===== src/ppoc_pkg.sv =====
// package: constants and carrier types for port power and overcurrent control
package ppoc_pkg;
  // ****************************************************************
  // timing
  // ****************************************************************
  localparam int unsigned CLK_HZ       = 10000000;
  localparam int unsigned TICK_MS      = 1;                       // tick period in ms
  localparam int unsigned TICK_CYCLES  = CLK_HZ / 1000 * TICK_MS;  // cycles per tick
  // ****************************************************************
  // reset values and upper limit of the settings
  // ****************************************************************
  localparam logic [3:0] MIN_WIDTH_RST   = 4'h1;
  localparam logic [7:0] DBL_WINDOW_RST  = 8'h14;  // 20 ms
  localparam logic [7:0] LOCKOUT_RST     = 8'h0a;  // 10 ms
  localparam logic [3:0] MIN_WIDTH_MAX   = 4'h5;   // largest defined code
  // ****************************************************************
  // carrier types
  // ****************************************************************
  typedef struct packed {
    logic [3:0] min_width;   // single pulse width, ms
    logic [7:0] dbl_window;  // double pulse window, ms
    logic [7:0] lockout;     // turn-on lockout, ms
  } ppoc_timing_t;

  typedef enum logic [1:0] {
    PPOC_OFF  = 2'b00,
    PPOC_LOCK = 2'b01,
    PPOC_RUN  = 2'b10
  } ppoc_state_t;
endpackage : ppoc_pkg


===== src/ppoc_ctrl.sv =====
// module: downstream port power control and overcurrent detection
// How it works
// default individual mode, one pin per port handled independently.
// ganged mode uses the shared pin to control and sense every port.
// ganged overcurrent flags every downstream port together.
// power off drives pin low and turns pull-up off.
// power on releases driver, enables pull-up, open drain.
// external switch pulls pin low on overcurrent.
// powered pin sampled each cycle; lows are candidate overcurrent.
// continuous low for the single-pulse width declares overcurrent.
// two low groups within the double window declare overcurrent.
// single width and double window are software settings.
// lockout after power on ignores the pin level.
// short lows are filtered before overcurrent is declared.
// per-port charging indication on pins 6 to 1, configurable.
// reset returns all settings to defaults and drops state.
// single width is 4 bits in 1 ms steps, codes 0 to 5.
// double window 8 bits in 1 ms, default 20 ms, never zero; cfg_load takes a 0 unchecked, and it acts like 1.
// lockout 8 bits in 1 ms, default 10 ms, never zero; cfg_load takes a 0 unchecked, and it acts like 1.
// a 1 ms tick from the core clock times all counters.
// sticky per-port overcurrent flag, cleared by hub logic.
`timescale 1ns/10ps
module ppoc_ctrl #(
  parameter int unsigned NPORT       = 6,
  parameter int unsigned TICK_CYCLES = ppoc_pkg::TICK_CYCLES
) (
  // clock and reset
  input  wire logic                  clk,
  input  wire logic                  nrst,
  // configuration
  input  wire logic                  cfg_load,      // pulse: take new settings
  input  wire ppoc_pkg::ppoc_timing_t cfg_timing,
  input  wire logic                  gang_mode,     // 1: shared pin for all ports
  input  wire logic [NPORT-1:0]      bc_enable,     // charging indication per port
  // hub side
  input  wire logic [NPORT-1:0]      port_power_on,
  input  wire logic [NPORT-1:0]      oc_clear,      // pulse per port
  output logic      [NPORT-1:0]      oc_flag,
  output logic      [NPORT-1:0]      bc_indicate,
  // port power sense pins
  input  wire logic [NPORT-1:0]      port_power_sense_pins_i,
  output logic      [NPORT-1:0]      port_power_sense_pins_o,
  output logic      [NPORT-1:0]      port_power_sense_pins_oe_n,
  output logic      [NPORT-1:0]      port_power_sense_pins_pu,
  // shared power pin
  input  wire logic                  shared_power_pin_i,
  output logic                       shared_power_pin_o,
  output logic                       shared_power_pin_oe_n,
  output logic                       shared_power_pin_pu
);
  localparam int unsigned TW = $clog2(TICK_CYCLES + 1);

  // ****************************************************************
  // settings
  // ****************************************************************
  ppoc_pkg::ppoc_timing_t timing_r;

  // settings take defaults on reset
  always_ff @(posedge clk) begin
    if (!nrst) begin
      timing_r.min_width  <= ppoc_pkg::MIN_WIDTH_RST;
      timing_r.dbl_window <= ppoc_pkg::DBL_WINDOW_RST;
      timing_r.lockout    <= ppoc_pkg::LOCKOUT_RST;
    end else if (cfg_load) begin
      timing_r.min_width  <= (cfg_timing.min_width > ppoc_pkg::MIN_WIDTH_MAX) ?
                             ppoc_pkg::MIN_WIDTH_MAX : cfg_timing.min_width;
      timing_r.dbl_window <= cfg_timing.dbl_window;
      timing_r.lockout    <= cfg_timing.lockout;
    end
  end

  // ****************************************************************
  // millisecond tick
  // ****************************************************************
  logic [TW-1:0] tick_cnt_r;
  logic          tick_r;

  // divider gives one-cycle pulse each ms
  always_ff @(posedge clk) begin
    if (!nrst) begin
      tick_cnt_r <= '0;
      tick_r     <= 1'b0;
    end else if (tick_cnt_r == TW'(TICK_CYCLES - 1)) begin
      tick_cnt_r <= '0;
      tick_r     <= 1'b1;
    end else begin
      tick_cnt_r <= tick_cnt_r + 1'b1;
      tick_r     <= 1'b0;
    end
  end

  // ****************************************************************
  // channel selection
  // ****************************************************************
  logic [NPORT-1:0] ch_power;
  logic [NPORT-1:0] ch_sense;
  logic [NPORT-1:0] ch_det;
  logic             gang_r;
  logic             mode_chg;

  // mode seen last cycle, to catch a switch of the sense source
  always_ff @(posedge clk) begin
    if (!nrst) begin
      gang_r <= 1'b0;
    end else begin
      gang_r <= gang_mode;
    end
  end

  // a mode switch hands a running channel a pin that was driven low,
  // so every channel restarts through off and a fresh lockout
  assign mode_chg = gang_mode != gang_r;

  // ganged uses channel 0 on the shared pin
  always_comb begin
    ch_power = port_power_on;
    ch_sense = port_power_sense_pins_i;
    if (gang_mode) begin
      ch_power    = '0;
      ch_power[0] = |port_power_on;
      ch_sense    = '1;
      ch_sense[0] = shared_power_pin_i;
    end
  end

  // ****************************************************************
  // per-channel detectors
  // ****************************************************************
  genvar g;
  generate
    for (g = 0; g < NPORT; g++) begin : g_ch
      ppoc_pkg::ppoc_state_t st_r;
      logic [7:0] lock_cnt_r;
      logic [3:0] low_ms_r;
      logic [7:0] win_cnt_r;
      logic       win_act_r;
      logic       prev_low_r;
      logic       low;
      logic       new_group;

      assign low       = (st_r == ppoc_pkg::PPOC_RUN) && !mode_chg && !ch_sense[g];
      assign new_group = low && !prev_low_r;

      // power, lockout and run sequencing
      always_ff @(posedge clk) begin
        if (!nrst || !ch_power[g] || mode_chg) begin
          st_r       <= ppoc_pkg::PPOC_OFF;
          lock_cnt_r <= '0;
        end else begin
          unique case (st_r)
            ppoc_pkg::PPOC_OFF: begin
              st_r       <= ppoc_pkg::PPOC_LOCK;
              lock_cnt_r <= timing_r.lockout;
            end
            ppoc_pkg::PPOC_LOCK: begin
              if (lock_cnt_r <= 8'h01 && tick_r)
                st_r <= ppoc_pkg::PPOC_RUN;
              else if (tick_r)
                lock_cnt_r <= lock_cnt_r - 8'h01;
            end
            ppoc_pkg::PPOC_RUN: st_r <= ppoc_pkg::PPOC_RUN;
            default: st_r <= ppoc_pkg::PPOC_OFF;
          endcase
        end
      end

      // single pulse width in whole ms of continuous low
      always_ff @(posedge clk) begin
        if (!nrst || !low) begin
          low_ms_r <= '0;
        end else if (tick_r && low_ms_r != 4'hf) begin
          low_ms_r <= low_ms_r + 4'h1;
        end
      end

      // rolling window opened by first low group
      always_ff @(posedge clk) begin
        if (!nrst || st_r != ppoc_pkg::PPOC_RUN) begin
          prev_low_r <= 1'b0;
          win_act_r  <= 1'b0;
          win_cnt_r  <= '0;
        end else begin
          prev_low_r <= low;
          if (new_group && !win_act_r) begin
            win_act_r <= 1'b1;
            win_cnt_r <= timing_r.dbl_window;
          end else if (win_act_r && tick_r) begin
            if (win_cnt_r <= 8'h01)
              win_act_r <= 1'b0;
            win_cnt_r <= win_cnt_r - 8'h01;
          end
        end
      end

      assign ch_det[g] = (low && low_ms_r >= timing_r.min_width)
                         || (new_group && win_act_r);
    end
  endgenerate

  // ****************************************************************
  // sticky flags and pin drive
  // ****************************************************************
  // set wins over clear; ganged detection sets all
  always_ff @(posedge clk) begin
    if (!nrst) begin
      oc_flag <= '0;
    end else begin
      oc_flag <= (oc_flag & ~oc_clear)
               | (gang_mode ? {NPORT{ch_det[0]}} : ch_det);
    end
  end

  // off drives low, pull-up off; on releases and pulls up
  always_ff @(posedge clk) begin
    if (!nrst) begin
      port_power_sense_pins_o    <= '0;
      port_power_sense_pins_oe_n <= '0;
      port_power_sense_pins_pu   <= '0;
      shared_power_pin_o         <= 1'b0;
      shared_power_pin_oe_n      <= 1'b0;
      shared_power_pin_pu        <= 1'b0;
      bc_indicate                <= '0;
    end else begin
      port_power_sense_pins_o    <= '0;
      port_power_sense_pins_oe_n <= gang_mode ? '0 : ch_power;
      port_power_sense_pins_pu   <= gang_mode ? '0 : ch_power;
      shared_power_pin_o         <= 1'b0;
      shared_power_pin_oe_n      <= gang_mode & ch_power[0];
      shared_power_pin_pu        <= gang_mode & ch_power[0];
      bc_indicate                <= bc_enable & port_power_on;
    end
  end
endmodule : ppoc_ctrl


===== config.mk =====
export PLATFORM = sky130hd
export DESIGN_NAME = ppoc_ctrl
export DESIGN_NICKNAME = d
export VERILOG_FILES = /design/src/ppoc_pkg.sv /design/src/ppoc_ctrl.sv
export SDC_FILE = /design/constraint.sdc
export NUM_CORES = 1
export LEC_CHECK = 0
export ABC_AREA = 1
export BUFFER_PORTS_ARGS = -buffer_cell sky130_fd_sc_hd__buf_2
export CAP_MARGIN = 20
export CORE_MARGIN = 3
export CORE_UTILIZATION = 29
export DETAILED_ROUTE_END_ITERATION = 7
export HOLD_SLACK_MARGIN = 0.03
export PLACE_DENSITY = 0.5
export RECOVER_POWER = 25
export SETUP_SLACK_MARGIN = 0.2
export SLEW_MARGIN = 20
export SYNTH_ARGS = -nofsm -noshare
export SYNTH_HDL_FRONTEND = slang
export SYNTH_SLANG_ARGS = --single-unit

===== constraint.sdc =====
create_clock -name clk -period 3.03 [get_ports clk]
set_input_delay 0.1515 -clock clk [delete_from_list [all_inputs] [get_ports clk]]
set_output_delay 0.1515 -clock clk [all_outputs]
set_load 0.01 [all_outputs]

==> flow_summary.toml, run 1 <==
[status]
outcome = "completed"

[min_path]
hold_end = "port_power_sense_pins_pu[3]$_SDFF_PP0_"
min_path_type = "in -> reg"
worst_hold_path.num_cells = 3
holdCritStartpoint = "port_power_on[3]"

[drt]
wirelength_met1_mm = 15.5
dr.pass1.iters = 5
wire_per_inst_um = 13.4
drt_iter0_drc = 722
via_per_inst = 4.63
met2_length_mm = 15.2
wl_mm = 32.6
top_layer = "met5"
antenna_left = 0
vias = 11200
drcViolationCount = 0
wl_met3_mm = 1.42

[sta]
slew_viol_final = 0
relSlewSlack_pct = 49.8
rsz0062_at_grt = "false"
max_freq_mhz = 432
tightest_slew_ns = 0.752
period_needed_ns = 2.31
setup_viol = 0
fin_ws_ns = 0.717
fin_skew_ns = 0.0190
holdWs_ns = 0.0322
tns_ns = 0
finalCritPeriodShare_pct = 76.3
finalHoldViolCount = 0

[yosys]
yosysTopAreaCell = "dfxtp_1"
yosys_warnings = 0
ys.flop_type = "dfxtp_1"
synth_top_area_share_pct = 34.6
ys_seq_elements = 199
syn_inst = 1778
synth-edff-count = 0
synthTopCellsByArea = "dfxtp_1, nand2_1, nor2_1"
ys_async_sr_fraction_pct = 0
synth.avg_cell_area_um2 = 6.48
synth_area_um2 = 11500
synth_cell_types = 37
yosysSeqAreaShare_pct = 34.6

[critical_path]
start_kind = "input pin"
critPathKind = "in -> reg"
worstRegToRegCells = 8
required_ns = 3.43
timing.rr.end = "g_ch[4].lock_cnt_r[1]$_SDFFE_PP0P_"
cp-end-kind = "register"
r2r_slack_ns = 0.92
regToRegStartpoint = "g_ch[4].st_r[1]$_SDFFE_PP0P_"
worst_ep_arrival_time_ns = 2.72
crit_path_max_fanout = 15

[global_route]
gr-usage-all-layers_pct = 15.7
grt_pass1_vias = 10400
grt_pass1_wl_mm = 52.7
grt_antenna_before_repair = 1
grt_max_degree = 19
grt_overflow_total = 0

[floorplan]
core_area_um2 = 38900
dieArea_um2 = 42200
start_util_pct = 29.6
ioPinCount = 82
die_x_um = 205
row_count = 72
chipHeight_um = 205

[cts]
cts_buffer_depth = 2
cts_made_buffers = 17
clk_pin_slew_ns = 0.07
cts_hold_buffers = 39
ctsRootBufferMaster = "clkbuf_16"
htreeDepth = 4
cts_resized = 0
cts_setup_buffers = 0
cts_tree = "yes"
clk_latency_ns = 0.47
cts.sinks = 199

[pwr]
ir_drop_uv = 406
power_mw = 5.78
p_per_area_nw_per_um2 = 432
power.leakage_nw = 5.99

[place]
place_hpwl_mm = 23.8
preCtsSetupSlack_ns = 0.947
dpl_cell_area_um2 = 12400
place_congestion = 0.868
port_buffers = 74
placed_cells = 2352

[finish]
nets = 2014
final_common_cell = "nand2_1"
fin_util_pct = 34.3
n_antenna_cell = 0
mostFrequentLayoutCells = "nand2_1, nor2_1, inv_1"
drive_above_1_share_pct = 5.56
final_area_um2 = 13400
stdcell_count = 2423
syn2layout_area_growth_pct = 15.9
nFillCells = 4239

[flow_run]
drv_cap = 0
Yosys cell counts (2+ instances only):
library cell,count
a211oi_1,5
a21oi_1,82
a22o_1,4
a31oi_1,7
buf_2,3
buf_4,17
buf_6,3
clkbuf_1,9
clkinv_1,7
dfxtp_1,199
ha_1,73
inv_1,257
nand2_1,433
nand2_2,3
nand3_1,177
nand4_1,18
nor2_1,274
nor2_2,8
nor3_1,19
nor3b_1,4
o2111ai_1,3
o211ai_1,7
o21ai_0,121
o22ai_1,4
o32ai_1,2
or2_2,9
xnor2_1,2
xor2_1,19
logic make-up (layout without fill, tap and decap cells):
group	Yosys count	after routing	share of synthesized area [%]
AND/OR/NAND/NOR	948	948	34.2
buffers and inverters	297	418	10.5
AO/OA/AOI/OAI	239	239	11.3
flip-flops	199	199	34.6
adder cells (fa/ha/maj)	73	73	7.92
XOR/XNOR	21	21	1.60
other	1	7	0.0325
worst max-delay path: stages:
cell and delay [ns]:
dlygate4sd3_1 0.54, clkbuf_1 0.16, inv_1 0.43, nor2_1 0.14, inv_1 0.50, o32ai_1 0.14, dlygate4sd3_1 0.59, inv_1 0.05
cell type report:
| cell class | instances | area [um2] | area share, % |
|---|---|---|---|
| multi-input cells | 1288 | 6360 | 47.6 |
| flip-flops and latches | 199 | 3980 | 29.8 |
| inverters | 265 | 995 | 7.44 |
| repair buffers | 121 | 776 | 5.80 |
| well taps | 518 | 648 | 4.85 |
| clock buffers | 18 | 439 | 3.29 |
| clock inverters | 14 | 164 | 1.23 |
state kept, by name, summed over array words and instances (netlist names), 12 cells and up:
register / count
g_ch.lock_cnt_r: 48
g_ch.win_cnt_r: 48
g_ch.low_ms_r: 24
timing_r: 20
tick_cnt_r: 14
g_ch.st_r: 12
power breakdown:
| part | switching (mW) | total (mW) | internal (mW) |
|---|---|---|---|
| combinational | 0.421 | 0.659 | 0.238 |
| sequential | 0.0551 | 2.72 | 2.67 |
| clock | 1.13 | 2.39 | 1.26 |
| total | 1.61 | 5.78 | 4.17 |
layer usage:
layer	global-route usage (%)	vias to the layer above
met5	0	-
li1	-	5881
met4	4.12	2
met2	26.2	220
met3	2.55	25
met1	21.1	5098
how the worst max path moves through the flow:
stage	cells past startpoint	to	slack, ns	from
after floorplan	9	g_ch[0].lock_cnt_r[0]$_SDFFE_PP0P_	1.44	g_ch[0].lock_cnt_r[0]$_SDFFE_PP0P_
after global placement	11	g_ch[3].win_cnt_r[3]$_SDFFE_PP0P_	0.97	g_ch[3].st_r[0]$_SDFFE_PP0P_
after detailed placement	11	g_ch[3].win_cnt_r[1]$_SDFFE_PP0P_	0.95	g_ch[3].st_r[0]$_SDFFE_PP0P_
after CTS	8	g_ch[1].lock_cnt_r[4]$_SDFFE_PP0P_	0.92	g_ch[1].st_r[1]$_SDFFE_PP0P_
after global routing	7	timing_r[17]$_SDFFE_PN0P_	0.60	nrst
final	8	timing_r[16]$_SDFFE_PN1P_	0.72	nrst
Power figures use the tool's default switching activity.
==> run 2, diff against run 1 <==
- ABC_AREA: 1 -> 0
- clock period: 3.03 -> 2.4 ns (I/O delays scaled with it)
==> run 2 against run 1 <==
The flow now finishes with violations (max-capacitance violations, max-slew violations). Critical path depth fell by 1. Synthesized cell count fell by 27%. Synthesized area fell by 8.1%. Non-clock buffer count rose by 17. Final area fell by 6.8%. Sequential power rose by 26%. Setup slack got worse by 0.39 ns. Worst hold slack improved by 0.024 ns. Critical path type is now reg -> reg. Largest power group unchanged. Highest routed layer is now met4.
==> flow_summary.toml, run 2 <==
[pwr]
p_per_area_nw_per_um2 = 568
ir_drop_uv = 519
power.leakage_nw = 4.59
power_mw = 7.07

[yosys]
synth_compound_area_share_pct = 18.7
synth_most_common_cell = "dfxtp_1"
ys_seq_elements = 199
yosysSeqAreaShare_pct = 37.6
synth-edff-count = 0
syn_inst = 1291
synth_area_um2 = 10600
synth_cell_types = 72
ys_async_sr_fraction_pct = 0
synthTopCellsByArea = "dfxtp_1, ha_1, nor2_1"
synth_xor_area_share_pct = 3.39
synth_top_area_share_pct = 37.6
synth_adder_area_share_pct = 8.62
synth_commonest_cells = "dfxtp_1, nor2_1, a21oi_1"
synthMuxAreaShare_pct = 3.82
yosysTopAreaCell = "dfxtp_1"
yosys_warnings = 0
synth_top_family_by_area = "simple AND/OR/NAND/NOR gates"
synth-simple-area-share_pct = 22.3
synth.avg_cell_area_um2 = 8.21
ys.flop_type = "dfxtp_1"

[finish]
drive_above_1_share_pct = 9.35
top_regs = "g_ch.lock_cnt_r: 48 flops, g_ch.win_cnt_r: 48 flops, g_ch.low_ms_r: 24 flops"
mostFrequentLayoutCells = "dfxtp_1, nor2_1, a21oi_1"
syn2layout_area_growth_pct = 17.6
n_antenna_cell = 0
nFillCells = 3688
nets = 1521
final_common_cell = "dfxtp_1"

[min_path]
holdCritStartpoint = "oc_clear[0]"
hold_end = "oc_flag[0]$_SDFF_PN0_"
worst_hold_path.num_cells = 4
min_path_type = "in -> reg"

[critical_path]
worst_ep_arrival_time_ns = 2.39
worstRegToRegCells = 7
crit_path_max_fanout = 7
start_kind = "register"
timing.rr.end = "g_ch[1].win_cnt_r[7]$_SDFFE_PP0P_"
critPathKind = "reg -> reg"
r2r_slack_ns = 0.33
cp-end-kind = "register"
regToRegStartpoint = "g_ch[1].st_r[0]$_SDFFE_PP0P_"
required_ns = 2.73

[flow_run]
drv_cap = 1

[cts]
cts_setup_buffers = 0
cts_made_buffers = 17
cts_buffer_depth = 2
clk_pin_slew_ns = 0.09
ctsRootBufferMaster = "clkbuf_16"
htreeDepth = 4
cts_tree = "yes"
clk_latency_ns = 0.45
cts.sinks = 199

[drt]
drcViolationCount = 0
wire_per_inst_um = 15.6
vias = 9348
drt_iter0_drc = 472
wl_mm = 29.1
dr.pass1.iters = 6
via_per_inst = 4.99
antenna_left = 0

[status]
outcome = "finished with violations"
failed_checks = "max-capacitance violations, max-slew violations"

[place]
place_congestion = 0.819
port_buffers = 74
preCtsSetupSlack_ns = 0.230
place_hpwl_mm = 20.9

[sta]
finalHoldViolCount = 0
tightest_slew_ns = 1.89
fin_ws_ns = 0.332
relSlewSlack_pct = -26.1
max_freq_mhz = 484
finalCritPeriodShare_pct = 86.2
rsz0062_at_grt = "true"
tns_ns = 0
holdWs_ns = 0.0563
slew_viol_final = 24
setup_viol = 0
period_needed_ns = 2.07
fin_skew_ns = 0.0164

[global_route]
grt_overflow_total = 0
grt_pass1_wl_mm = 46.3
grt_max_degree = 25
grt_pass1_vias = 8672
grt_antenna_before_repair = 0
gr-usage-all-layers_pct = 14.8

[floorplan]
chipHeight_um = 197
dieArea_um2 = 38900
die_x_um = 197
ioPinCount = 82
row_count = 69
core_area_um2 = 35800
start_util_pct = 29.6
-- run 2: area by class of cell --
type / count / area (um2) / area share, %
clock buffer: 18 / 439 / 3.53
sequential: 199 / 3990 / 32.0
tap: 461 / 577 / 4.63
inverter: 82 / 308 / 2.47
timing repair buffer: 138 / 903 / 7.25
clock inverter: 14 / 181 / 1.46
multi-input combinational: 961 / 6060 / 48.7
-- run 2: worst max-delay path by stage --
stage,startpoint,end,slack [ns],cells after the start
after floorplan,g_ch[0].lock_cnt_r[0]$_SDFFE_PP0P_,g_ch[0].lock_cnt_r[1]$_SDFFE_PP0P_,0.45,7
after global placement,g_ch[0].lock_cnt_r[0]$_SDFFE_PP0P_,g_ch[0].lock_cnt_r[6]$_SDFFE_PP0P_,0.27,7
after detailed placement,g_ch[0].lock_cnt_r[0]$_SDFFE_PP0P_,g_ch[0].lock_cnt_r[7]$_SDFFE_PP0P_,0.23,7
after CTS,g_ch[0].lock_cnt_r[0]$_SDFFE_PP0P_,g_ch[0].lock_cnt_r[7]$_SDFFE_PP0P_,0.20,7
after global routing,cfg_load,timing_r[17]$_SDFFE_PN0P_,0.18,4
final,g_ch[1].st_r[0]$_SDFFE_PP0P_,g_ch[1].win_cnt_r[7]$_SDFFE_PP0P_,0.33,7
-- run 2: timing repair --
item,CTS,global route
resized for setup,0,4
hold buffers,37,0
endpoints found under the setup margin,0,9
hold endpoints to repair,31,0
-- run 2: logic make-up (layout without fill, tap and decap cells) --
logic type,count (synthesis),count (layout)
multiplexers,40,40
adder cells (fa/ha/maj),73,73
AO/OA/AOI/OAI,322,322
other,1,7
buffers and inverters,137,252
AND/OR/NAND/NOR,478,478
XOR/XNOR,41,41
flip-flops,199,199
-- run 2: layer usage --
metal	global-route usage, %	wire length, um	vias up
met3	2.03	823	20
met2	24.7	13700	146
li1	-	-	4795
met5	0	0	-
met1	20.3	14300	4387
met4	3.93	376	0
-- run 2: worst max-delay path: stages (launching register included) --
cell and delay [ns]:
dfxtp_1 0.33, inv_1 0.08, ha_1 0.19, or4b_4 0.50, nor3_2 0.40, a41oi_1 0.10, a221oi_1 0.29, nor2_1 0.07
-- run 2: where the power goes --
part	internal [mW]	total (mW)	switching, mW
registers	3.36	3.44	0.0831
clock network	1.53	3.02	1.49
logic	0.260	0.612	0.352
total	5.15	7.07	1.92
-- run 2: metrics by stage --
| step | instance area (um2) | cells | utilization (%) |
|---|---|---|---|
| after floorplan | 10600 | 1297 | - |
| after detailed placement | 11500 | 1804 | 32.1 |
| after CTS | 12500 | 1873 | 34.8 |
| after global placement | 11500 | 1804 | 32.1 |
| final | 12500 | 1873 | 34.8 |
| after global routing | 12500 | 1873 | 34.8 |
